### config.mk
export PLATFORM = sky130hd
export DESIGN_NAME = op_status_group
export DESIGN_NICKNAME = d
export VERILOG_FILES = /design/src/include/op_status_pkg.sv /design/src/hw/op_edge_latch.sv /design/src/hw/op_status_group.sv
export SDC_FILE = /design/constraint.sdc
export NUM_CORES = 1
export LEC_CHECK = 0
export BUFFER_PORTS_ARGS = -buffer_cell sky130_fd_sc_hd__buf_4
export CAP_MARGIN = 20
export CELL_PAD_IN_SITES_DETAIL_PLACEMENT = 1
export CELL_PAD_IN_SITES_GLOBAL_PLACEMENT = 2
export CORE_MARGIN = 2
export CORE_UTILIZATION = 32
export CTS_CLUSTER_DIAMETER = 80
export DETAILED_ROUTE_END_ITERATION = 8
export PLACE_DENSITY_LB_ADDON = 0.1
export SLEW_MARGIN = 15
export SYNTH_ARGS = -nofsm -noshare
export SYNTH_HDL_FRONTEND = slang
export SYNTH_HIERARCHICAL = 1
export SYNTH_SLANG_ARGS = --single-unit
### constraint.sdc
create_clock -name clk_i -period 1.3 [get_ports clk_i]
set_input_delay 0.13 -clock clk_i [delete_from_list [all_inputs] [get_ports clk_i]]
set_output_delay 0.13 -clock clk_i [all_outputs]
set_load 0.01 [all_outputs]
### src/include/op_status_pkg.sv
// operation status group constants: register selects, bit positions, reset values
// assumes a command parser outside that decodes status commands into selects
package op_status_pkg;
  localparam int          REG_W          = 16;
  localparam int          BIT_PROG_RUN   = 14;
  localparam int          BIT_CALL_SUM   = 9;
  localparam logic [15:0] USED_MASK      = 16'h4200;
  localparam logic [15:0] RISE_RESET     = 16'hffff;
  localparam logic [15:0] FALL_RESET     = 16'h0000;
  localparam logic [15:0] ENABLE_RESET   = 16'h0000;
  // register selects carried by the command strobe
  localparam logic [2:0]  SEL_CONDITION  = 3'h0;
  localparam logic [2:0]  SEL_RISE       = 3'h1;
  localparam logic [2:0]  SEL_FALL       = 3'h2;
  localparam logic [2:0]  SEL_EVENT      = 3'h3;
  localparam logic [2:0]  SEL_ENABLE     = 3'h4;
endpackage : op_status_pkg

### src/hw/op_edge_latch.sv
// edge-filtered sticky event latch for the operation status group
// assumes condition bits are synchronous to clk_i
`timescale 1ns/100ps
module op_edge_latch #(
  parameter int WIDTH = 16
) (
  input  wire logic             clk_i,
  input  wire logic             resetn_i,
  input  wire logic [WIDTH-1:0] cond_i,
  input  wire logic [WIDTH-1:0] rise_mask_i,
  input  wire logic [WIDTH-1:0] fall_mask_i,
  input  wire logic             clear_i,
  output logic      [WIDTH-1:0] event_o
);
  logic [WIDTH-1:0] cond_prev;
  logic [WIDTH-1:0] event_q;
  logic [WIDTH-1:0] next_cond_prev;
  logic [WIDTH-1:0] next_event;
  logic [WIDTH-1:0] hit;

  always_comb begin
    next_cond_prev = cond_i;
    hit = (cond_i & ~cond_prev & rise_mask_i)
        | (~cond_i & cond_prev & fall_mask_i);
    // a transition in the clear cycle is kept: set beats clear
    next_event = (clear_i ? '0 : event_q) | hit;
  end

  always_ff @(posedge clk_i or negedge resetn_i) begin
    if (!resetn_i) begin
      cond_prev <= '0;
      event_q   <= '0;
    end else begin
      cond_prev <= next_cond_prev;
      event_q   <= next_event;
    end
  end

  assign event_o = event_q;
endmodule : op_edge_latch

### src/hw/op_status_group.sv
// operation status register group: condition, edge filters, event, enable, summary
// assumes a command parser issues one-cycle strobes with a register select
`timescale 1ns/100ps
module op_status_group
(
  input  wire logic        clk_i,
  input  wire logic        resetn_i,
  input  wire logic        prog_running_i,
  input  wire logic        call_summary_i,
  input  wire logic        cmd_write_i,
  input  wire logic        cmd_query_i,
  input  wire logic [2:0]  cmd_sel_i,
  input  wire logic [15:0] cmd_wdata_i,
  input  wire logic        clear_status_i,
  input  wire logic        reset_cmd_i,
  output logic             resp_valid_o,
  output logic      [15:0] resp_data_o,
  output logic             summary_o
);
  import op_status_pkg::*;

  // ***********************************
  // condition and event latch
  // ***********************************
  logic [15:0] condition;
  logic [15:0] event_bits;
  logic [15:0] rising_edge_filter;
  logic [15:0] falling_edge_filter;
  logic [15:0] enable;
  logic        ev_clear;

  always_comb begin
    condition               = '0;
    condition[BIT_PROG_RUN] = prog_running_i;
    condition[BIT_CALL_SUM] = call_summary_i;
  end

  // event query clears only after its value is captured into the response
  assign ev_clear = clear_status_i | (cmd_query_i && cmd_sel_i == SEL_EVENT);

  op_edge_latch #(.WIDTH(REG_W)) u_latch (
    .clk_i       (clk_i),
    .resetn_i    (resetn_i),
    .cond_i      (condition),
    .rise_mask_i (rising_edge_filter & USED_MASK),
    .fall_mask_i (falling_edge_filter & USED_MASK),
    .clear_i     (ev_clear),
    .event_o     (event_bits)
  );

  // ***********************************
  // writable registers
  // ***********************************
  logic [15:0] next_rise;
  logic [15:0] next_fall;
  logic [15:0] next_enable;

  always_comb begin
    next_rise   = rising_edge_filter;
    next_fall   = falling_edge_filter;
    next_enable = enable;
    if (cmd_write_i) begin
      unique case (cmd_sel_i)
        SEL_RISE:   next_rise   = cmd_wdata_i;
        SEL_FALL:   next_fall   = cmd_wdata_i;
        SEL_ENABLE: next_enable = cmd_wdata_i & USED_MASK;
        default: ;
      endcase
    end
    // reset command wins over a filter write in the same cycle; enable and clear-status not involved
    if (reset_cmd_i) begin
      next_rise = RISE_RESET;
      next_fall = FALL_RESET;
    end
  end

  always_ff @(posedge clk_i or negedge resetn_i) begin
    if (!resetn_i) begin
      rising_edge_filter  <= RISE_RESET;
      falling_edge_filter <= FALL_RESET;
      enable              <= ENABLE_RESET;
    end else begin
      rising_edge_filter  <= next_rise;
      falling_edge_filter <= next_fall;
      enable              <= next_enable;
    end
  end

  // ***********************************
  // query response
  // ***********************************
  logic        next_resp_valid;
  logic [15:0] next_resp_data;

  always_comb begin
    next_resp_valid = cmd_query_i;
    next_resp_data  = resp_data_o;
    if (cmd_query_i) begin
      unique case (cmd_sel_i)
        SEL_CONDITION: next_resp_data = condition;
        SEL_RISE:      next_resp_data = rising_edge_filter;
        SEL_FALL:      next_resp_data = falling_edge_filter;
        SEL_EVENT:     next_resp_data = event_bits;
        SEL_ENABLE:    next_resp_data = enable;
        default:       next_resp_data = '0;
      endcase
    end
  end

  always_ff @(posedge clk_i or negedge resetn_i) begin
    if (!resetn_i) begin
      resp_valid_o <= 1'b0;
      resp_data_o  <= '0;
    end else begin
      resp_valid_o <= next_resp_valid;
      resp_data_o  <= next_resp_data;
    end
  end

  assign summary_o = |(event_bits & enable);

  // ***********************************
  // assertions
  // ***********************************
  property p_unused_zero;
    @(posedge clk_i) disable iff (!resetn_i)
      ((event_bits | enable) & ~USED_MASK) == 16'h0000;
  endproperty
  a_unused_zero: assert property (p_unused_zero) else $error("unused bit set");

  property p_cond_query;
    @(posedge clk_i) disable iff (!resetn_i)
      (cmd_query_i && cmd_sel_i == SEL_CONDITION) |=> resp_valid_o
        && resp_data_o == {1'b0, $past(prog_running_i), 4'h0, $past(call_summary_i), 9'h000};
  endproperty
  a_cond_query: assert property (p_cond_query) else $error("bad condition reply");

  property p_rise_set;
    @(posedge clk_i) disable iff (!resetn_i)
      ($rose(prog_running_i) && rising_edge_filter[BIT_PROG_RUN])
        |=> event_bits[BIT_PROG_RUN];
  endproperty
  a_rise_set: assert property (p_rise_set) else $error("rising event lost");

  property p_fall_set;
    @(posedge clk_i) disable iff (!resetn_i)
      ($fell(call_summary_i) && falling_edge_filter[BIT_CALL_SUM])
        |=> event_bits[BIT_CALL_SUM];
  endproperty
  a_fall_set: assert property (p_fall_set) else $error("falling event lost");

  property p_clear;
    @(posedge clk_i) disable iff (!resetn_i)
      (clear_status_i && !$changed(condition)) |=> event_bits == 16'h0000;
  endproperty
  a_clear: assert property (p_clear) else $error("clear-status missed");

  property p_event_query;
    @(posedge clk_i) disable iff (!resetn_i)
      (cmd_query_i && cmd_sel_i == SEL_EVENT) |=> resp_data_o == $past(event_bits);
  endproperty
  a_event_query: assert property (p_event_query) else $error("event reply wrong");

  property p_write_back;
    @(posedge clk_i) disable iff (!resetn_i)
      (cmd_write_i && cmd_sel_i == SEL_FALL && !reset_cmd_i)
        |=> falling_edge_filter == $past(cmd_wdata_i);
  endproperty
  a_write_back: assert property (p_write_back) else $error("filter not stored");

  property p_reset_cmd;
    @(posedge clk_i) disable iff (!resetn_i)
      reset_cmd_i |=> rising_edge_filter == RISE_RESET && falling_edge_filter == FALL_RESET;
  endproperty
  a_reset_cmd: assert property (p_reset_cmd) else $error("filters not reset");

  property p_enable_hold;
    @(posedge clk_i) disable iff (!resetn_i)
      !(cmd_write_i && cmd_sel_i == SEL_ENABLE) |=> $stable(enable);
  endproperty
  a_enable_hold: assert property (p_enable_hold) else $error("enable drifted");

  property p_summary;
    @(posedge clk_i) disable iff (!resetn_i)
      summary_o == ((event_bits[BIT_PROG_RUN] && enable[BIT_PROG_RUN])
                 || (event_bits[BIT_CALL_SUM] && enable[BIT_CALL_SUM]));
  endproperty
  a_summary: assert property (p_summary) else $error("summary wrong");

  // the latched call-summary bit may only drop through a clear; further edges must not toggle it
  property p_sticky;
    @(posedge clk_i) disable iff (!resetn_i)
      (event_bits[BIT_CALL_SUM] && !ev_clear) |=> event_bits[BIT_CALL_SUM];
  endproperty
  a_sticky: assert property (p_sticky) else $error("event bit dropped");

  property p_resp_pulse;
    @(posedge clk_i) disable iff (!resetn_i)
      !cmd_query_i |=> !resp_valid_o;
  endproperty
  a_resp_pulse: assert property (p_resp_pulse) else $error("reply without query");

  c_rise_event: cover property (@(posedge clk_i) disable iff (!resetn_i)
    $rose(event_bits[BIT_PROG_RUN]));
  c_summary: cover property (@(posedge clk_i) disable iff (!resetn_i) $rose(summary_o));
  c_ev_query: cover property (@(posedge clk_i) disable iff (!resetn_i)
    cmd_query_i && cmd_sel_i == SEL_EVENT && event_bits != 16'h0000);
  c_clear_set: cover property (@(posedge clk_i) disable iff (!resetn_i)
    clear_status_i && event_bits != 16'h0000);
endmodule : op_status_group

# == Word level (Yosys, flattened, before mapping) ==
# Cells that the tools add are included.
# classes
eq_ne,4
mux,8
n_bitwise,10
reduce_logical,9
# ops
cell,count
16-bit 2-to-1 mux,7
16-bit case mux with 5 select lines,1
16-bit by 15-bit AND with 16-bit output,4
15-bit NOT with 16-bit output,2
16-bit bitwise OR,2
15-bit by 16-bit AND with 16-bit output,1
16-bit OR reduction,1
3-bit by 2-bit equality test with 1-bit output (second input constant),2
2-bit AND reduction,3
2-bit nonzero test,3
3-bit by 1-bit equality test with 1-bit output (second input constant),1
3-bit equality test (second input constant),1
3-bit logical NOT,1
1-bit logical AND,1
1-bit bitwise OR,1
# totals
regBits,69
in_bits,27
word_cells,38

# == Longest topological paths before layout ==
# Gate-level depths: netlist (run 1).
# depth
ltp_word,5
depth_mapped,6
depth_no_buf,4

# == Modules after synthesis ==
# Netlist (run 1), hierarchy kept.
# by_module_without_submodules
module,instances,cells_each,area_per_inst_um2
op_status_group,1,201,2397.3
op_edge_latch,1,97,1237.4

# == Worst setup path after synthesis (run 1) ==
# OpenSTA, ideal clock, no wires.
# synth_timing
kind,input to register
startpoint,in cmd_sel_i[0]
endpoint,reg resp_data_o[3]
setup_ps,141
t_arrival_ps,1043
setup_slack_ps,116
cell_stages,5
n_path_buf,2
cell_sequence,buf_2 > buf_2 > mux2_1 > a22oi_1 > o22ai_1
# synth_between
elab_chain_len,2
elab_cells_between_ends,6
classes_between,4 x eq/ne; 1 x mux; 1 x reduce/logical
# synth_rtl
item,line_no,text
"start, declared",op_status_group.sv:12,"input wire logic [2:0] cmd_sel_i,"
3-bit equality test (tied with other cells),op_status_group.sv:99,unique case (cmd_sel_i)
16-bit case mux with 5 select lines (*),op_status_group.sv:99,
"end signal, assigned",op_status_group.sv:116,resp_data_o <= next_resp_data;
"end, declared",op_status_group.sv:17,"output logic [15:0] resp_data_o,"
# Mark *: on every way between the ends. The rest lies on a longest branch, timed or not.
# A chain may end at the register's enable or synchronous reset.

# == Worst setup path after layout (run 1) ==
# layout_timing
startpoint,reg u_latch.event_q[14] (netlist: u_latch/event_o[14])
endpoint,out summary_o
# layout_between
elab_chain_len,2
# layout_rtl
item,line_no,text
"start, declared",op_edge_latch.sv:16,logic [WIDTH-1:0] event_q;
"start signal, assigned",op_edge_latch.sv:35,event_q <= next_event;
16-bit by 15-bit AND with 16-bit output,op_status_group.sv:120,assign summary_o = |(event_bits & enable);
16-bit OR reduction,op_status_group.sv:120,
"end, declared",op_status_group.sv:18,output logic summary_o
# No other way between the ends.

==> flow_summary.json, run 1 <==
{
  "finalCritPeriodShare_pct": 95.0,
  "powerDensity_mw_per_mm2": 1300,
  "vias_per_cell": 4.71,
  "synth_compound_area_share_pct": 18.6,
  "worst_ep_arrival_time_ns": 1.11,
  "setup_viol": 0,
  "synth_top_family_by_area": "compound AO/OA/AOI/OAI gates",
  "first_global_vias": 2847,
  "coreArea_sq_mm": 0.0110,
  "clkSinkCount": 83,
  "tns_ns": 0,
  "layout_setup_ws_ns": 0.0647,
  "drt_drc_violations_left": 0,
  "ys_warn_count": 6,
  "hp-class": "primary input to register",
  "avgSynthCellArea_sq_um": 12.2,
  "cts_buffer_depth": 2,
  "clock_skew_ns": 0.00522,
  "cap_violations": 0,
  "ys_seq_area_share_pct": 57.7,
  "path_max_fanout": 3,
  "htreeDepth": 3,
  "p_leak_nw": 2.21,
  "critPathSlowestCell": "dfrtp_1",
  "yosys.area_share.adder_pct": 0,
  "ys_ff_latch": 83,
  "fmax_mhz": 809,
  "antennaDiodeCount": 0,
  "gr-usage-met1_pct": 21.4,
  "irDropWorstVdd_v": 0.000820,
  "async_flop_share_pct": 100,
  "nets": 457,
  "dieHeight_um": 111,
  "power_w": 0.00637,
  "dieArea_sq_mm": 0.0122,
  "use_met2_pct": 25.4,
  "grt_usage_pct": 16.1,
  "dr.pass1.iters": 4,
  "root_buffer": "clkbuf_16",
  "mostFrequentLayoutCells": "conb_1, dfrtp_1, buf_4, nand3b_1, mux2_1",
  "grt_max_degree": 84,
  "synth.area.mux_share_pct": 5.58,
  "pre_cts_ws_ns": 0.0258,
  "io_pins": 45,
  "path_cells": "a22o_1, buf_4",
  "syn_inst": 298,
  "drive_gt1_share_pct": 23.7,
  "drt_iter0_markers": 100,
  "areaGrowthSynthToFinish_pct": 35.3,
  "stdcell_area_sq_mm": 0.00492,
  "cts_setup_buffers": 0,
  "critical_path_class": "register to primary output",
  "synth_cell_type_count": 30,
  "synth_ff_type": "dfrtp_1",
  "num_vias": 2711,
  "wl_per_cell_um": 16.3,
  "critPathRequiredTime_ns": 1.17,
  "mappedNetlistArea_sq_mm": 0.00363,
  "globalRouteMet3Util_pct": 5.27,
  "port_buffers": 44,
  "numCtsBuffers": 9,
  "cpPeakStageDelay_ns": 0.41,
  "grt_pass1_wl_um": 15300,
  "synth_xor_area_share_pct": 0,
  "ant_nets": 0,
  "num_rows": 38,
  "crit_family": "flip-flops",
  "synthSimpleGateAreaFrac_pct": 13.6,
  "cts_tree": "done",
  "grt_overflow_total": 0,
  "clkTransAtPathRegs_ns": 0.06,
  "gp_congestion": 0.721,
  "antenna_found_initial": 0,
  "fin_crit_ns": 1.24,
  "die_x_um": 111,
  "place_hpwl_um": 6260,
  "totalWireLength_um": 9400,
  "hold_viol": 0,
  "rsz0062_at_grt": "false",
  "initial_core_util_pct": 33.1,
  "maxSlewViolCount": 0,
  "clock_latency_ns": 0.34,
  "start_kind": "register",
  "cp_num_buf_inv": 1,
  "final_common_cell": "conb_1",
  "outcome": "finished, final reports clean",
  "cp-end-kind": "primary output",
  "top_usage_layer": "met2",
  "place_area_sq_mm": 0.00454,
  "synth_edf_count": 0
}
==> power by group <==
group          switching [W]  internal [W]  total [W]
Combinational       0.000384      0.000379   0.000764
Sequential          0.000107       0.00276    0.00287
Clock               0.000996       0.00174    0.00274
Total                0.00149       0.00488    0.00637
==> per-layer routing <==
layer / wire [um] / vias up
li1: - / 1278
met1: 4440 / 1388
met2: 4500 / 39
met3: 349 / 6
met4: 113 / 0
met5: 0 / -
==> registers in the layout (all words and copies together), names as in the netlist <==
| signal | cells |
|---|---|
| falling_edge_filter | 16 |
| rising_edge_filter | 16 |
| u_latch/event_o | 16 |
| resp_valid_o | 1 |
| u_latch/cond_prev | 16 |
| enable | 2 |
| resp_data_o | 16 |
==> what timing repair did <==
item,in CTS,in global routing
hold endpoints to repair,71,0
resized for setup,0,2
hold buffers,5,0
setup endpoints to repair,0,7
==> path summary, 6_finish.rpt <==
check / slack (ns) / from / end / cells past startpoint
worst max-delay path: 0.06 / u_latch/event_o[14] / summary_o / 2
worst min-delay path: 0.007 / cmd_wdata_i[0] / rising_edge_filter[0] / 2
worst max register to register: 0.18 / falling_edge_filter[14] / resp_data_o[14] / 3
worst min register to register: 0.50 / falling_edge_filter[3] / falling_edge_filter[3] / 1
max in group asynchronous: 0.54 / resetn_i / rising_edge_filter[2] / 3
min in group asynchronous: 0.37 / resetn_i / u_latch/cond_prev[10] / 3
==> cell usage after synthesis, types with 15 or more instances <==
cell,number,share of area (%)
a22o_1,17,4.1
nor2b_1,17,2.9
dfrtp_1,67,46
a22oi_1,16,3.3
nand2_1,17,1.8
a211o_1,16,3.9
nand2b_1,15,2.6
mux2_1,18,5.6
dfstp_2,16,12
nand3b_1,20,4.1
inv_1,15,1.5
==> kinds of logic (layout without fill, tap and decap cells) <==
group | after synthesis | count (layout)
AOI/OAI and AO/OA | 85 | 85
buffers and inverters | 33 | 101
DFF | 83 | 83
and+or+nand+nor | 78 | 78
muxes | 18 | 18
other | 1 | 70
==> metrics by stage <==
step | std cells | hold slack, ns | utilization, %
after floorplan | 367 | -0.166 | -
after global placement | 554 | 0.209 | 41.4
after detailed placement | 554 | 0.203 | 41.4
after CTS | 575 | 0.000129 | 44.7
after global routing | 575 | 0.00404 | 44.8
final | 575 | 0.00693 | 44.8
==> cell type report <==
| cell class | count | area (sq um) |
|---|---|---|
| multi-input combinational | 251 | 1660 |
| inverter | 15 | 56.3 |
| clock inverter | 2 | 60.1 |
| clock buffer | 14 | 254 |
| sequential | 83 | 2100 |
| fill | 1218 | 6070 |
| tap | 140 | 175 |
| timing repair buffer | 70 | 613 |
Note: power is estimated with default switching activity, not from simulation.
==> run 2: changes to the inputs <==
--- a/config.mk
+++ b/config.mk
@@ -13,7 +13,9 @@
 export CORE_UTILIZATION = 32
 export CTS_CLUSTER_DIAMETER = 80
 export DETAILED_ROUTE_END_ITERATION = 8
+export GPL_TIMING_DRIVEN = 1
 export PLACE_DENSITY_LB_ADDON = 0.1
+export RECOVER_POWER = 100
 export SLEW_MARGIN = 15
 export SYNTH_ARGS = -nofsm -noshare
 export SYNTH_HDL_FRONTEND = slang
==> run 2 against run 1 <==
Net effect:
- combinational power decreased by 6.2%
- largest cell class unchanged
- critical path depth unchanged
- worst hold slack about the same
- critical path type unchanged
- global-route usage unchanged
- clock skew about the same
- non-clock buffer count unchanged
- highest routed layer unchanged
- worst setup slack improved by 0.00079 ns
- largest power group unchanged
- wire length increased by 0.38%
==> flow_summary.json, run 2 (synthesis results as in run 1) <==
{
  "stdcell_count": 575,
  "num_vias": 2713,
  "initial_core_util_pct": 33.1,
  "htreeDepth": 3,
  "clock_latency_ns": 0.34,
  "pwr-share-clk_pct": 43.3,
  "grt_overflow_total": 0,
  "antennaDiodeCount": 0,
  "wl_per_cell_um": 16.4,
  "maxSlewViolCount": 0,
  "irDropWorstVdd_v": 0.000819,
  "start_kind": "register",
  "netSwitchingPower_w": 0.00149,
  "first_global_vias": 2847,
  "cpPeakStageDelay_ns": 0.39,
  "cts_setup_buffers": 0,
  "dr.pass1.iters": 4,
  "areaGrowthSynthToFinish_pct": 32.5,
  "fmax_mhz": 810,
  "power_frac_comb_pct": 11.3,
  "io_pins": 45,
  "final_util_pct": 43.9,
  "drive_gt1_share_pct": 18.6,
  "mostFrequentLayoutCells": "conb_1, dfrtp_1, buf_4, clkbuf_1, nand3b_1",
  "totalWireLength_um": 9430,
  "path_max_fanout": 3,
  "final_common_cell": "conb_1",
  "port_buffers": 44,
  "nets": 457,
  "vias_per_cell": 4.72,
  "finalCritPeriodShare_pct": 95.0,
  "cts_buffer_depth": 2,
  "crit_family": "flip-flops",
  "cap_violations": 0,
  "dieHeight_um": 111,
  "power_w": 0.00632,
  "dieArea_sq_mm": 0.0122,
  "root_buffer": "clkbuf_16",
  "worst_slew_pin_slew_ns": 0.804,
  "grt_max_degree": 84,
  "placed_cells": 554,
  "switching_share_pct": 23.5,
  "hp-class": "primary input to register",
  "drt_drc_violations_left": 0,
  "coreArea_sq_mm": 0.0110,
  "grt_pass1_wl_um": 15300,
  "ant_nets": 0,
  "clock_skew_ns": 0.00513,
  "cp-end-kind": "primary output",
  "clkSinkCount": 83,
  "internal_power_w": 0.00483,
  "grt_usage_pct": 16.1,
  "tns_ns": 0,
  "numCtsBuffers": 9,
  "outcome": "finished, final reports clean",
  "critical_path_class": "register to primary output",
  "p_leak_nw": 2.12,
  "fin_crit_ns": 1.23,
  "rsz0062_at_grt": "false",
  "cp_num_buf_inv": 1,
  "critPathSlowestCell": "dfrtp_1",
  "max_slew_margin_pct": 46.4,
  "place_hpwl_um": 6260,
  "worst_ep_arrival_time_ns": 1.10,
  "drt_iter0_markers": 134,
  "hold_viol": 0,
  "die_x_um": 111,
  "clkTransAtPathRegs_ns": 0.06,
  "path_cells": "a22o_1, buf_4",
  "cts_tree": "done",
  "seqPwrFrac_pct": 45.4,
  "critPathRequiredTime_ns": 1.17,
  "holdWs_ns": 0.00737,
  "setup_viol": 0,
  "gp_congestion": 0.721,
  "antenna_found_initial": 0,
  "powerDensity_mw_per_mm2": 1310,
  "num_rows": 38
}
run 2: path summary, 6_finish.rpt:
| check | start | end | slack [ns] | depth (start not counted) |
|---|---|---|---|---|
| setup reg to reg | falling_edge_filter[14] | resp_data_o[14] | 0.18 | 3 |
| hold / removal | cmd_wdata_i[0] | rising_edge_filter[0] | 0.007 | 2 |
| max in group asynchronous | resetn_i | u_latch/event_o[3] | 0.24 | 3 |
| hold reg to reg | falling_edge_filter[3] | falling_edge_filter[3] | 0.50 | 1 |
| min in group asynchronous | resetn_i | u_latch/cond_prev[10] | 0.51 | 3 |
| setup / recovery | enable[14] | summary_o | 0.07 | 2 |
run 2: what timing repair did:
action | 4_1_cts | 5_1_grt
hold buffers | 5 | 0
resized for setup | 0 | 2
endpoints found under the setup margin | 0 | 7
endpoints found under the hold margin | 71 | 0
run 2: area by class of cell:
| cell class | count | area [sq um] |
|---|---|---|
| repair buffers | 70 | 517 |
| inverters | 15 | 56.3 |
| clock buffers | 14 | 254 |
| multi-input cells | 251 | 1660 |
| flip-flops and latches | 83 | 2100 |
| fillers | 1235 | 6170 |
| well taps | 140 | 175 |
| clock inverters | 2 | 60.1 |
run 2: through the flow:
step	area (sq um)	worst slack (ns)
finish	4820	0.0655
global route	4820	0.0123
CTS	4910	0.0311
detailed placement	4540	0.0258
global placement	4540	0.0442
floorplan	3890	0.116
run 2: power by group through the flow:
stage                     combinational, W  clock, W  sequential, W
after floorplan                   0.000369         0        0.00290
after global placement            0.000741         0        0.00291
after detailed placement          0.000753         0        0.00292
after CTS                         0.000767   0.00283        0.00287
after global routing              0.000801   0.00293        0.00289
final                             0.000717   0.00274        0.00287
run 2: per-layer routing:
metal / routed length [um] / vias to the layer above / global-route usage, %
met5: 0 / - / 0
met4: 118 / 0 / 4.50
met3: 329 / 6 / 5.27
met2: 4550 / 35 / 25.4
met1: 4440 / 1397 / 21.4
li1: - / 1275 / -
